$ cat src/hdl/rxafc_map.svh
`ifndef RXAFC_MAP_SVH
`define RXAFC_MAP_SVH

// Register byte offsets on the APB window.
`define RXAFC_CFG_OFS        8'hAC
`define RXAFC_STAT_OFS       8'hB4

// Configuration register reset value and writable bits.
`define RXAFC_CFG_RST        32'h0000_0000
`define RXAFC_CFG_WMASK      32'h00FF_FFFF

// Configuration field positions.
`define RXAFC_HI_LSB         16
`define RXAFC_LO_LSB         8
`define RXAFC_DUR_LSB        4
`define RXAFC_MULT_BIT       3
`define RXAFC_BRD_BIT        2
`define RXAFC_ADD_BIT        1
`define RXAFC_ANY_BIT        0

// Status register field positions.
`define RXAFC_ST_STATE_LSB   0
`define RXAFC_ST_BP_BIT      2
`define RXAFC_ST_PREQ_BIT    3
`define RXAFC_ST_PZERO_BIT   4
`define RXAFC_ST_HI_BIT      5
`define RXAFC_ST_LO_BIT      6

// One threshold unit is 64 bytes of receive FIFO data.
`define RXAFC_LEVEL_SHIFT    6

// Timing: clock period, base duration step and the 10 Mb/s extension.
`define RXAFC_CLK_NS         50
`define RXAFC_UNIT_NS        5000
`define RXAFC_EXTRA10_NS     2200
`define RXAFC_UNIT_CYC       ((`RXAFC_UNIT_NS + `RXAFC_CLK_NS - 1) / `RXAFC_CLK_NS)
`define RXAFC_EXTRA10_CYC    ((`RXAFC_EXTRA10_NS + `RXAFC_CLK_NS - 1) / `RXAFC_CLK_NS)

// Codes from this one upward step by ten base units each.
`define RXAFC_LONG_CODE      4'h4
`define RXAFC_LONG_STEP      10

`endif

$ cat src/hdl/rxafc_pkg.sv
package rxafc_pkg;

    // Controller state, Gray coded along IDLE-JAM and IDLE-PAUSED.
    typedef enum logic [1:0] {
        RXAFC_IDLE   = 2'b00,
        RXAFC_JAM    = 2'b01,
        RXAFC_PAUSED = 2'b10
    } rxafc_state_e;

    // Low 24 bits of the configuration register.
    typedef struct packed {
        logic [7:0] hiLevel;
        logic [7:0] loLevel;
        logic [3:0] durCode;
        logic       onMulticast;
        logic       onBroadcast;
        logic       onOwnAddr;
        logic       onAnyFrame;
    } rxafc_cfg_s;

    // Receive frame events from the MAC, one-cycle pulses with flags.
    typedef struct packed {
        logic preamble;
        logic daValid;
        logic multicast;
        logic broadcast;
        logic ownAddr;
    } rxafc_frame_s;

endpackage

$ cat src/hdl/rxafc_top.sv
// Register access over APB and the register offsets were left to the implementer.
`timescale 1ns/1ps
`include "rxafc_map.svh"

module rxafc_top #(
    parameter int P_UNIT_CYC    = `RXAFC_UNIT_CYC,
    parameter int P_EXTRA10_CYC = `RXAFC_EXTRA10_CYC
) (
    // Clock and reset.
    input  wire logic                  sys_clk,
    input  wire logic                  rst,
    // APB slave.
    input  wire logic [7:0]            paddr,
    input  wire logic                  psel,
    input  wire logic                  penable,
    input  wire logic                  pwrite,
    input  wire logic [31:0]           pwdata,
    output logic      [31:0]           prdata,
    output logic                       pready,
    output logic                       pslverr,
    // Receive side status from the MAC.
    input  wire logic [14:0]           rxFifoLevel,
    input  wire rxafc_pkg::rxafc_frame_s frameEvt,
    // Link and transmitter state.
    input  wire logic                  fullDuplex,
    input  wire logic                  linkSpeed100,
    input  wire logic                  txEnabled,
    // Flow control actions toward the MAC.
    output logic                       backPressure,
    output logic                       pauseReq,
    output logic                       pauseZeroTime,
    input  wire logic                  pauseAck
);

    // Registers and their next values.
    logic [31:0]             cfgReg_ff;
    logic [31:0]             prdata_ff;
    logic [31:0]             nxt_prdata;
    logic [15:0]             jamCnt_ff;
    logic [15:0]             nxt_jamCnt;
    logic                    bp_ff;
    logic                    pauseReq_ff;
    logic                    pauseZero_ff;
    rxafc_pkg::rxafc_state_e state_ff;
    rxafc_pkg::rxafc_state_e nxt_state;

    // Decoded configuration and level compares.
    rxafc_pkg::rxafc_cfg_s   cfg;
    logic [14:0]             hiBytes;
    logic [14:0]             loBytes;
    logic                    hiReached;
    logic                    belowLo;
    logic                    frameMatch;
    logic                    trigHalf;
    logic                    trigPause;
    logic                    trigZero;
    logic                    jamDone;
    logic [15:0]             jamLoad;

    // APB decode.
    logic                    setupPhase;
    logic                    accessPhase;
    logic                    hitCfg;
    logic                    hitStat;
    logic [31:0]             statWord;

    // The low 24 bits of the configuration register map onto the struct.
    assign cfg = rxafc_pkg::rxafc_cfg_s'(cfgReg_ff[23:0]);

    // Thresholds are held in 64-byte units, so shift them into bytes.
    assign hiBytes   = {1'b0, cfg.hiLevel, 6'h00};
    assign loBytes   = {1'b0, cfg.loLevel, 6'h00};
    assign hiReached = (rxFifoLevel >= hiBytes);
    assign belowLo   = (rxFifoLevel < loBytes);

    // Frame selection for half duplex. The any-frame bit takes the bare
    // preamble so the address decode is never waited for; this is what
    // lets the jam land before the frame has got very far.
    always_comb begin
        if (cfg.onAnyFrame) begin
            frameMatch = frameEvt.preamble;
        end else begin
            frameMatch = frameEvt.daValid &
                         ((cfg.onMulticast & frameEvt.multicast) |
                          (cfg.onBroadcast & frameEvt.broadcast) |
                          (cfg.onOwnAddr & frameEvt.ownAddr));
        end
    end

    // Half-duplex trigger: level reached, a matching frame, and a live
    // transmitter. Full duplex never reaches this path.
    assign trigHalf = !fullDuplex && txEnabled && hiReached && frameMatch;

    // Full-duplex triggers. A new pause is refused while the previous one
    // is still queued, so a level that stays high asks only once.
    assign trigPause = fullDuplex && cfg.onAnyFrame && txEnabled && hiReached && !pauseReq_ff;
    assign trigZero  = cfg.onAnyFrame && txEnabled && belowLo && !pauseReq_ff;

    // Duration in system clock cycles: base units from the code, scaled by
    // the unit count, plus the fixed extension when running at 10 Mb/s.
    function automatic logic [15:0] dur_cycles(input logic [3:0] code,
                                               input logic       fast);
        int units;
        int total;
        units = 0;
        unique case (code)
            4'h0: units = 1;
            4'h1: units = 2;
            4'h2: units = 3;
            4'h3: units = 5;
            default: units = `RXAFC_LONG_STEP * (int'(code) - int'(`RXAFC_LONG_CODE) + 1);
        endcase
        total = units * P_UNIT_CYC;
        if (!fast) begin
            total = total + P_EXTRA10_CYC;
        end
        return 16'(total);
    endfunction

    assign jamLoad = dur_cycles(cfg.durCode, linkSpeed100);

    // The jam ends on terminal count, and also at once when the transmitter
    // stops or the link turns full duplex, since back pressure has no
    // meaning there.
    assign jamDone = (jamCnt_ff == 16'h0001) || !txEnabled || fullDuplex;

    // Next state of the controller.
    always_comb begin
        nxt_state = state_ff;
        unique case (state_ff)
            rxafc_pkg::RXAFC_IDLE: begin
                if (trigHalf) begin
                    nxt_state = rxafc_pkg::RXAFC_JAM;
                end else if (trigPause) begin
                    nxt_state = rxafc_pkg::RXAFC_PAUSED;
                end
            end
            rxafc_pkg::RXAFC_JAM: begin
                if (jamDone) begin
                    nxt_state = rxafc_pkg::RXAFC_IDLE;
                end
            end
            rxafc_pkg::RXAFC_PAUSED: begin
                // Leaving flow control or full duplex drops the wait.
                if (!cfg.onAnyFrame || !fullDuplex || trigZero) begin
                    nxt_state = rxafc_pkg::RXAFC_IDLE;
                end
            end
            default: begin
                nxt_state = rxafc_pkg::RXAFC_IDLE;
            end
        endcase
    end

    // State register.
    always_ff @(posedge sys_clk) begin
        if (rst) begin
            state_ff <= rxafc_pkg::RXAFC_IDLE;
        end else begin
            state_ff <= nxt_state;
        end
    end

    // Jam duration counter: loaded on entry, counts down while jamming.
    always_comb begin
        nxt_jamCnt = jamCnt_ff;
        if (state_ff == rxafc_pkg::RXAFC_IDLE && trigHalf) begin
            nxt_jamCnt = jamLoad;
        end else if (state_ff == rxafc_pkg::RXAFC_JAM) begin
            nxt_jamCnt = jamDone ? 16'h0000 : jamCnt_ff - 16'h0001;
        end
    end

    always_ff @(posedge sys_clk) begin
        if (rst) begin
            jamCnt_ff <= 16'h0000;
        end else begin
            jamCnt_ff <= nxt_jamCnt;
        end
    end

    // Back pressure output is registered so it is glitch free on the MAC.
    always_ff @(posedge sys_clk) begin
        if (rst) begin
            bp_ff <= 1'b0;
        end else begin
            bp_ff <= (nxt_state == rxafc_pkg::RXAFC_JAM);
        end
    end

    // Pause request: raised for a full or a zero pause, held until the MAC
    // takes it in its next transmit window.
    always_ff @(posedge sys_clk) begin
        if (rst) begin
            pauseReq_ff  <= 1'b0;
            pauseZero_ff <= 1'b0;
        end else if (state_ff == rxafc_pkg::RXAFC_IDLE && !trigHalf && trigPause) begin
            pauseReq_ff  <= 1'b1;
            pauseZero_ff <= 1'b0;
        end else if (state_ff == rxafc_pkg::RXAFC_PAUSED && fullDuplex && trigZero) begin
            pauseReq_ff  <= 1'b1;
            pauseZero_ff <= 1'b1;
        end else if (pauseAck) begin
            pauseReq_ff  <= 1'b0;
        end
    end

    // A request queued while the transmitter is off is simply held back.
    assign pauseReq      = pauseReq_ff && txEnabled;
    assign pauseZeroTime = pauseZero_ff;
    assign backPressure  = bp_ff;

    // APB phases. The slave never waits, so every access completes in the
    // first access cycle.
    assign setupPhase  = psel && !penable;
    assign accessPhase = psel && penable;
    assign hitCfg      = (paddr == `RXAFC_CFG_OFS);
    assign hitStat     = (paddr == `RXAFC_STAT_OFS);
    assign pready      = 1'b1;
    assign pslverr     = accessPhase && !hitCfg && !hitStat;

    // Configuration register. Only bits 23:0 hold state; the top byte is
    // reserved and reads zero. Writes to status are ignored.
    always_ff @(posedge sys_clk) begin
        if (rst) begin
            cfgReg_ff <= `RXAFC_CFG_RST;
        end else if (accessPhase && pwrite && hitCfg) begin
            cfgReg_ff <= pwdata & `RXAFC_CFG_WMASK;
        end
    end

    // Status word built from live state.
    always_comb begin
        statWord = 32'h0000_0000;
        statWord[`RXAFC_ST_STATE_LSB +: 2] = state_ff;
        statWord[`RXAFC_ST_BP_BIT]         = bp_ff;
        statWord[`RXAFC_ST_PREQ_BIT]       = pauseReq_ff;
        statWord[`RXAFC_ST_PZERO_BIT]      = pauseZero_ff;
        statWord[`RXAFC_ST_HI_BIT]         = hiReached;
        statWord[`RXAFC_ST_LO_BIT]         = belowLo;
    end

    // Read data is captured in the setup cycle so the bus sees a flip-flop
    // output; the snapshot is one cycle older than the access edge.
    always_comb begin
        nxt_prdata = prdata_ff;
        if (setupPhase && !pwrite) begin
            if (hitCfg) begin
                nxt_prdata = cfgReg_ff;
            end else if (hitStat) begin
                nxt_prdata = statWord;
            end else begin
                nxt_prdata = 32'h0000_0000;
            end
        end
    end

    always_ff @(posedge sys_clk) begin
        if (rst) begin
            prdata_ff <= 32'h0000_0000;
        end else begin
            prdata_ff <= nxt_prdata;
        end
    end

    assign prdata = prdata_ff;

endmodule

$ cat config.mk
export PLATFORM = sky130hd
export DESIGN_NAME = rxafc_top
export DESIGN_NICKNAME = d
export VERILOG_FILES = /design/src/hdl/rxafc_pkg.sv /design/src/hdl/rxafc_top.sv
export VERILOG_INCLUDE_DIRS = /design/src /design/src/hdl
export SDC_FILE = /design/constraint.sdc
export NUM_CORES = 1
export LEC_CHECK = 0
export ABC_AREA = 1
export BUFFER_PORTS_ARGS = -buffer_cell sky130_fd_sc_hd__buf_2
export CAP_MARGIN = 20
export CORE_MARGIN = 4
export CORE_UTILIZATION = 45
export DETAILED_ROUTE_END_ITERATION = 7
export GPL_TIMING_DRIVEN = 0
export PLACE_DENSITY = 0.78
export SYNTH_ARGS = -nofsm -noshare
export SYNTH_HDL_FRONTEND = slang
export SYNTH_SLANG_ARGS = --single-unit
$ cat constraint.sdc
create_clock -name sys_clk -period 6.7 [get_ports sys_clk]
set_input_delay 0.67 -clock sys_clk [delete_from_list [all_inputs] [get_ports sys_clk]]
set_output_delay 0.67 -clock sys_clk [all_outputs]
set_load 0.05 [all_outputs]
# After elaboration in Yosys (flattened, before gate mapping)
# Index checks and enable logic that the tools add are counted.
[word_totals]
ff_bits = 77
[classes]
addsub = 4
multipliers = 2
n_lt_le_gt_ge = 2
n_eq_ne = 9
muxes = 16
bitwise_logic = 6
n_reduce_logical = 41
[ops]
columns = ["cell", "count"]
rows = [
  ["32-bit one-hot mux with 4 select lines", 1],
  ["16-bit two-way mux", 4],
  ["32-bit by 6-bit multiplier with 14-bit output, second input constant", 1],
  ["24-bit two-way mux", 1],
  ["1-bit logical AND", 23],
  ["16-bit by 7-bit adder with 16-bit output, second input constant", 1],
  ["16-bit by 1-bit == test with 1-bit output, second input constant", 1],
  ["8-bit == test, second input constant", 2],
  ["16-bit by 1-bit subtractor with 16-bit output, second input constant", 1],
  ["15-bit by 14-bit greater-or-equal comparator with 1-bit output", 1],
  ["15-bit by 14-bit less-than comparator with 1-bit output", 1],
  ["4-bit by 6-bit multiplier with 10-bit output, first input constant", 1],
  ["1-bit zero test", 9],
  ["4-bit by 2-bit == test with 1-bit output, second input constant", 2],
  ["2-bit two-way mux", 4],
  ["7-bit two-way mux", 1],
  ["5-bit by 2-bit adder with 6-bit output, second input constant", 1],
  ["2-bit one-hot mux with 3 select lines", 1],
  ["4-bit by 3-bit subtractor with 5-bit output, second input constant", 1],
  ["1-bit AND", 4],
  ["2-bit by 1-bit == test with 1-bit output, second input constant", 2],
  ["4-bit by 1-bit == test with 1-bit output, second input constant", 1],
  ["4-bit zero test", 1],
  ["1-bit logical OR", 4],
  ["other kinds (7)", 11],
]

# Longest topological paths before layout
[logic_depth]
word_depth = 10
ltp_mapped = 32

# Least setup slack after synthesis
# Ideal clock, no wire load.
[synth_path]
path_kind = "register to register"
from = "register cfgReg_ff[6]"
to = "register jamCnt_ff[15]"
setup_time_ns = 0.067
arrival_ns = 4.897
required_ns = 6.633
path_slack_ns = 1.736
stages_incl_launch_ff = 28
path_buffers = 0
synth_period_minus_slack_ns = 4.964
path_cell_list = "dfxtp_1 > inv_1 > ha_1 > xnor2_1 > ha_1 > ha_1 > inv_1 > fa_1 > o31ai_1 > nor2_1 > nor3_1 > ha_1 > fa_1 > ha_1 > ha_1 > nand2_1 > inv_1 > a21oi_1 > nand2_1 > nand2_1 > nand2_1 > nor2_1 > nand3_1 > nand2_1 > nand2_1 > nand2_1 > nand2_1 > a21oi_2"
[synth_between]
elab_chain_cells = 8
[synth_lines]
columns = ["element", "line", "rtl"]
rows = [
  ["start: declaration", "rxafc_top.sv:36", "logic [31:0] cfgReg_ff;"],
  ["start signal: assignment", "rxafc_top.sv:226", "cfgReg_ff <= `RXAFC_CFG_RST;"],
  ["start signal: assignment", "rxafc_top.sv:228", "cfgReg_ff <= pwdata & `RXAFC_CFG_WMASK;"],
  ["4-bit by 3-bit subtractor with 5-bit output", "rxafc_top.sv:111", "default: units = `RXAFC_LONG_STEP * (int'(code) - int'(`RXAFC_LONG_CODE) + 1);"],
  ["5-bit by 2-bit adder with 6-bit output", "rxafc_top.sv:111", ""],
  ["4-bit by 6-bit multiplier with 10-bit output (no source line)", "n/a", ""],
  ["32-bit one-hot mux with 4 select lines (*)", "rxafc_top.sv:106", "unique case (code)"],
  ["32-bit by 6-bit multiplier with 14-bit output (*)", "rxafc_top.sv:113", "total = units * P_UNIT_CYC;"],
  ["16-bit by 7-bit adder with 16-bit output", "rxafc_top.sv:115", "total = total + P_EXTRA10_CYC;"],
  ["16-bit two-way mux (*)", "rxafc_top.sv:114", "if (!fast) begin"],
  ["16-bit two-way mux (*)", "rxafc_top.sv:167", "if (state_ff == rxafc_pkg::RXAFC_IDLE && trigHalf) begin"],
  ["end signal: assignment", "rxafc_top.sv:178", "jamCnt_ff <= nxt_jamCnt;"],
  ["end: declaration", "rxafc_top.sv:39", "logic [15:0] jamCnt_ff;"],
]
# Mark *: on every way between the ends. The rest lies on a longest branch, timed or not.
# A chain may end at the register's enable or synchronous reset.

# Final worst setup path
# Ends and elaborated chain as after synthesis.

==> results.yml <==
synthesis:
  synth_largest_type_area_fraction_pct: 24.9
  postSynth.asyncResetShare_pct: 0
  synth_area_leaders: "dfxtp_1 25%, ha_1 14%, nand2_1 12%"
  yosys_warnings: 0
  seq_area_frac_synth_pct: 24.9
  synth_top_area_cell: "dfxtp_1"
  synth_cells: 810
  syn_area_per_cell_sq_um: 6.86
  postSynth.topFlopCell: "dfxtp_1"
  postSynthRegisterBits: 69
  synth_most_common_cell: "nand2_1"
  mappedNetlistArea_sq_um: 5560
  synth_cell_type_count: 47
  number_of_enable_flip_flop_cells_after_synthesis: 0
  yosys-top-cells-count: "178 x nand2_1, 121 x inv_1, 84 x nor2_1"
worst_setup_path:
  crit_arrival_ns: 5.78
  critical-path-top-cell-by-count: "nand2_1"
  critPathMaxStageDelay_ns: 0.46
  reg_to_reg_critical_path_startpoint: "cfgReg_ff[6]"
  timing.critical_path.from_type: "flip-flop"
  setup.worst_path.class: "reg2reg"
  slowest_stage: "fa_1"
  ff2ff_setup_slack_ns: 1.18
  worst_r2r_endpoint: "jamCnt_ff[15]"
  critical_path.endpoint_type: "flip-flop"
  reg2regPathDepth: 27
  critical_path.max_fanout: 7
  worst_ep_required_time_ns: 6.96
min_path:
  hold-path-endpoint: "prdata[17]"
  hold_path.class: "reg2reg"
  worstHoldStart: "cfgReg_ff[17]"
  worst_hold_path.num_cells: 2
floorplanning:
  total_die_area_sq_um: 14200
  die_width_microns: 119
  floorplan.initialDensity_pct: 46.1
  core_region_area_sq_um: 12100
  floorplan.io_pins: 106
  row_count: 40
  chipHeight_microns: 119
power_and_ir_drop:
  comb_power_share_pct: 11.8
  power.switching_mw: 0.267
  worst_ir_drop_vdd_mv: 0.171
  total_power_mw: 0.984
  p_seq_share_pct: 42.8
  power.internal_mw: 0.717
  power_density_nw_per_um2: 151
  power.static_leakage_nw: 3.35
  power.share.switching_pct: 27.1
  p_clk_share_pct: 45.4
cells_and_area:
  share_of_cells_above_drive_strength_1_pct: 17.1
  diodes: 0
  layout.nets: 1055
  seq_area_sq_um: 1380
  multi_input_comb_area_sq_um: 3540
  syn_to_final_growth_pct: 17.1
  filler_cell_count: 1176
drt:
  drt-vias-per-instance: 5.00
  post_drt_wl_per_cell_microns: 12.7
  route.vias.total: 5444
  drtPass1Iterations: 5
  drc: 0
  detail_route.iter0.violations: 382
  postRouteWirelength_microns: 13800
  postRouteAntennaNets: 0
sta:
  setup_repair_after_global_routing_missed_its_margin: "false"
  finalCriticalPeriod_ns: 5.52
  relSlewSlack_pct: 61.8
  fin_skew_ns: 0.00889
  timing.setup.tns_ns: 0
  final_hold_viol_count: 0
  worst_pin_slew_ns: 0.574
  timing.final.crit_share_pct: 82.3
  timing.fmax_mhz: 181
  final_max_slew_viol_count: 0
  finalSetupViolCount: 0
clock_network:
  cts_tree: "built"
  cts_max_path_buffers: 2
  cts-resized-gates: 0
  post_cts_hold_buffer_count: 0
  cts.sinks: 69
  htree_levels: 3
  worst_skew_pair.late_latency_ns: 0.33
  post_cts.repair.setup_buffers: 0
  clk_transition_reported_paths_ns: 0.06
  ctsRootBufferMaster: "clkbuf_16"
  inserted_clock_buffers: 9
global_routing:
  global_route_wire_length_before_repair_microns: 23400
  grt_usage_pct: 19.8
  number_of_global_route_vias_before_repair: 5247
  grt_max_degree: 13
  gr-total-overflow: 0
  antenna_found_initial: 1
placement:
  dp_hpwl_microns: 11000
  globalplace.congestion: 0.894
  port_buffers: 87
job:
  maxCapViolCount: 0
status:
  run_status: "complete, no violations"
[layout make-up]
| cell class | instances | share of cell area [%] |
|---|---|---|
| clock buffer | 12 | 3.79 |
| inverter | 132 | 7.61 |
| clock inverter | 4 | 0.481 |
| tap | 168 | 3.23 |
| multi-input combinational | 586 | 54.4 |
| sequential | 69 | 21.2 |
| timing repair buffer | 87 | 6.69 |
| buffer | 30 | 2.61 |
[cells by family (layout without fill, tap and decap cells)]
logic type,Yosys count,count (layout),synth area share (%)
AO/OA/AOI/OAI,127,127,13.6
XOR/XNOR,18,18,2.84
adder cells (fa/ha/maj),71,71,17.2
buffers and inverters,162,265,12.0
flip-flops,69,69,24.9
other,2,9,0.135
AND/OR/NAND/NOR,361,361,29.4
[worst max-delay path: cells and delay by family (launching register included)]
kind            cells  cell delay [ns]
xor+xnor            1             0.17
flops               1             0.40
compound gates      3             0.68
fa+ha+maj           8             2.70
buf+inv             3             0.20
simple gates       12             1.27
[routing by layer]
layer	vias to the layer above	part of all wire, %	track usage [%]
met5	-	0.058	0
met4	2	2.0	4.92
met3	30	5.5	5.18
met2	132	47	34.4
met1	2474	45	24.4
li1	2806	-	-
[how the worst max path moves through the flow]
| stage | slack, ns | startpoint | cells after the start | endpoint |
|---|---|---|---|---|
| 2_1_floorplan | 1.74 | cfgReg_ff[6] | 27 | jamCnt_ff[15] |
| 3_3_place_gp | 1.30 | cfgReg_ff[6] | 27 | jamCnt_ff[15] |
| 3_5_place_dp | 1.21 | cfgReg_ff[6] | 27 | jamCnt_ff[15] |
| 4_1_cts | 1.18 | cfgReg_ff[6] | 27 | jamCnt_ff[15] |
| 5_1_grt | 0.67 | cfgReg_ff[4] | 27 | jamCnt_ff[15] |
| 6_report | 1.18 | cfgReg_ff[6] | 27 | jamCnt_ff[15] |
[flip-flops by register name, summed over array words and instances (netlist names)]
signal	flops
pauseReq_ff	1
prdata	24
cfgReg_ff	24
backPressure	1
state_ff	2
pauseZeroTime	1
jamCnt_ff	16
[per-stage QoR]
step / hold slack, ns / util, % / setup WS [ns] / instance area (sq um) / instances
after floorplan: 0.438 / - / 1.74 / 5580 / 817
after global placement: 0.448 / 51.6 / 1.30 / 6230 / 1072
after detailed placement: 0.453 / 51.6 / 1.21 / 6230 / 1072
after CTS: 0.459 / 54.0 / 1.18 / 6510 / 1088
after global routing: 0.478 / 54.0 / 0.675 / 6510 / 1088
final: 0.461 / 54.0 / 1.18 / 6510 / 1088
[power by group through the flow]
stage	clock network [mW]	logic, mW	registers, mW
final	0.447	0.116	0.422
after global routing	0.461	0.126	0.422
after CTS	0.447	0.116	0.421
after detailed placement	0	0.115	0.430
after global placement	0	0.114	0.430
after floorplan	0	0.0527	0.453
[cells in the final DEF (no fill, tap or decap), drive strengths merged, types with 2 or more instances in the layout]
cell type / count
or2: 5
o31ai: 2
nand2: 186
nor3: 9
ha: 62
a211oi: 22
dfxtp: 69
nand3b: 7
and2: 2
nand4: 17
clkinv: 3
o211ai: 9
a21o: 2
xor2: 13
o21a: 4
inv: 133
a21oi: 45
nor2: 92
o21ai: 39
clkbuf: 24
and3: 2
o221ai: 3
buf: 105
xnor2: 5
conb: 9
fa: 9
nand3: 38
(Power assumes the default switching activity.)
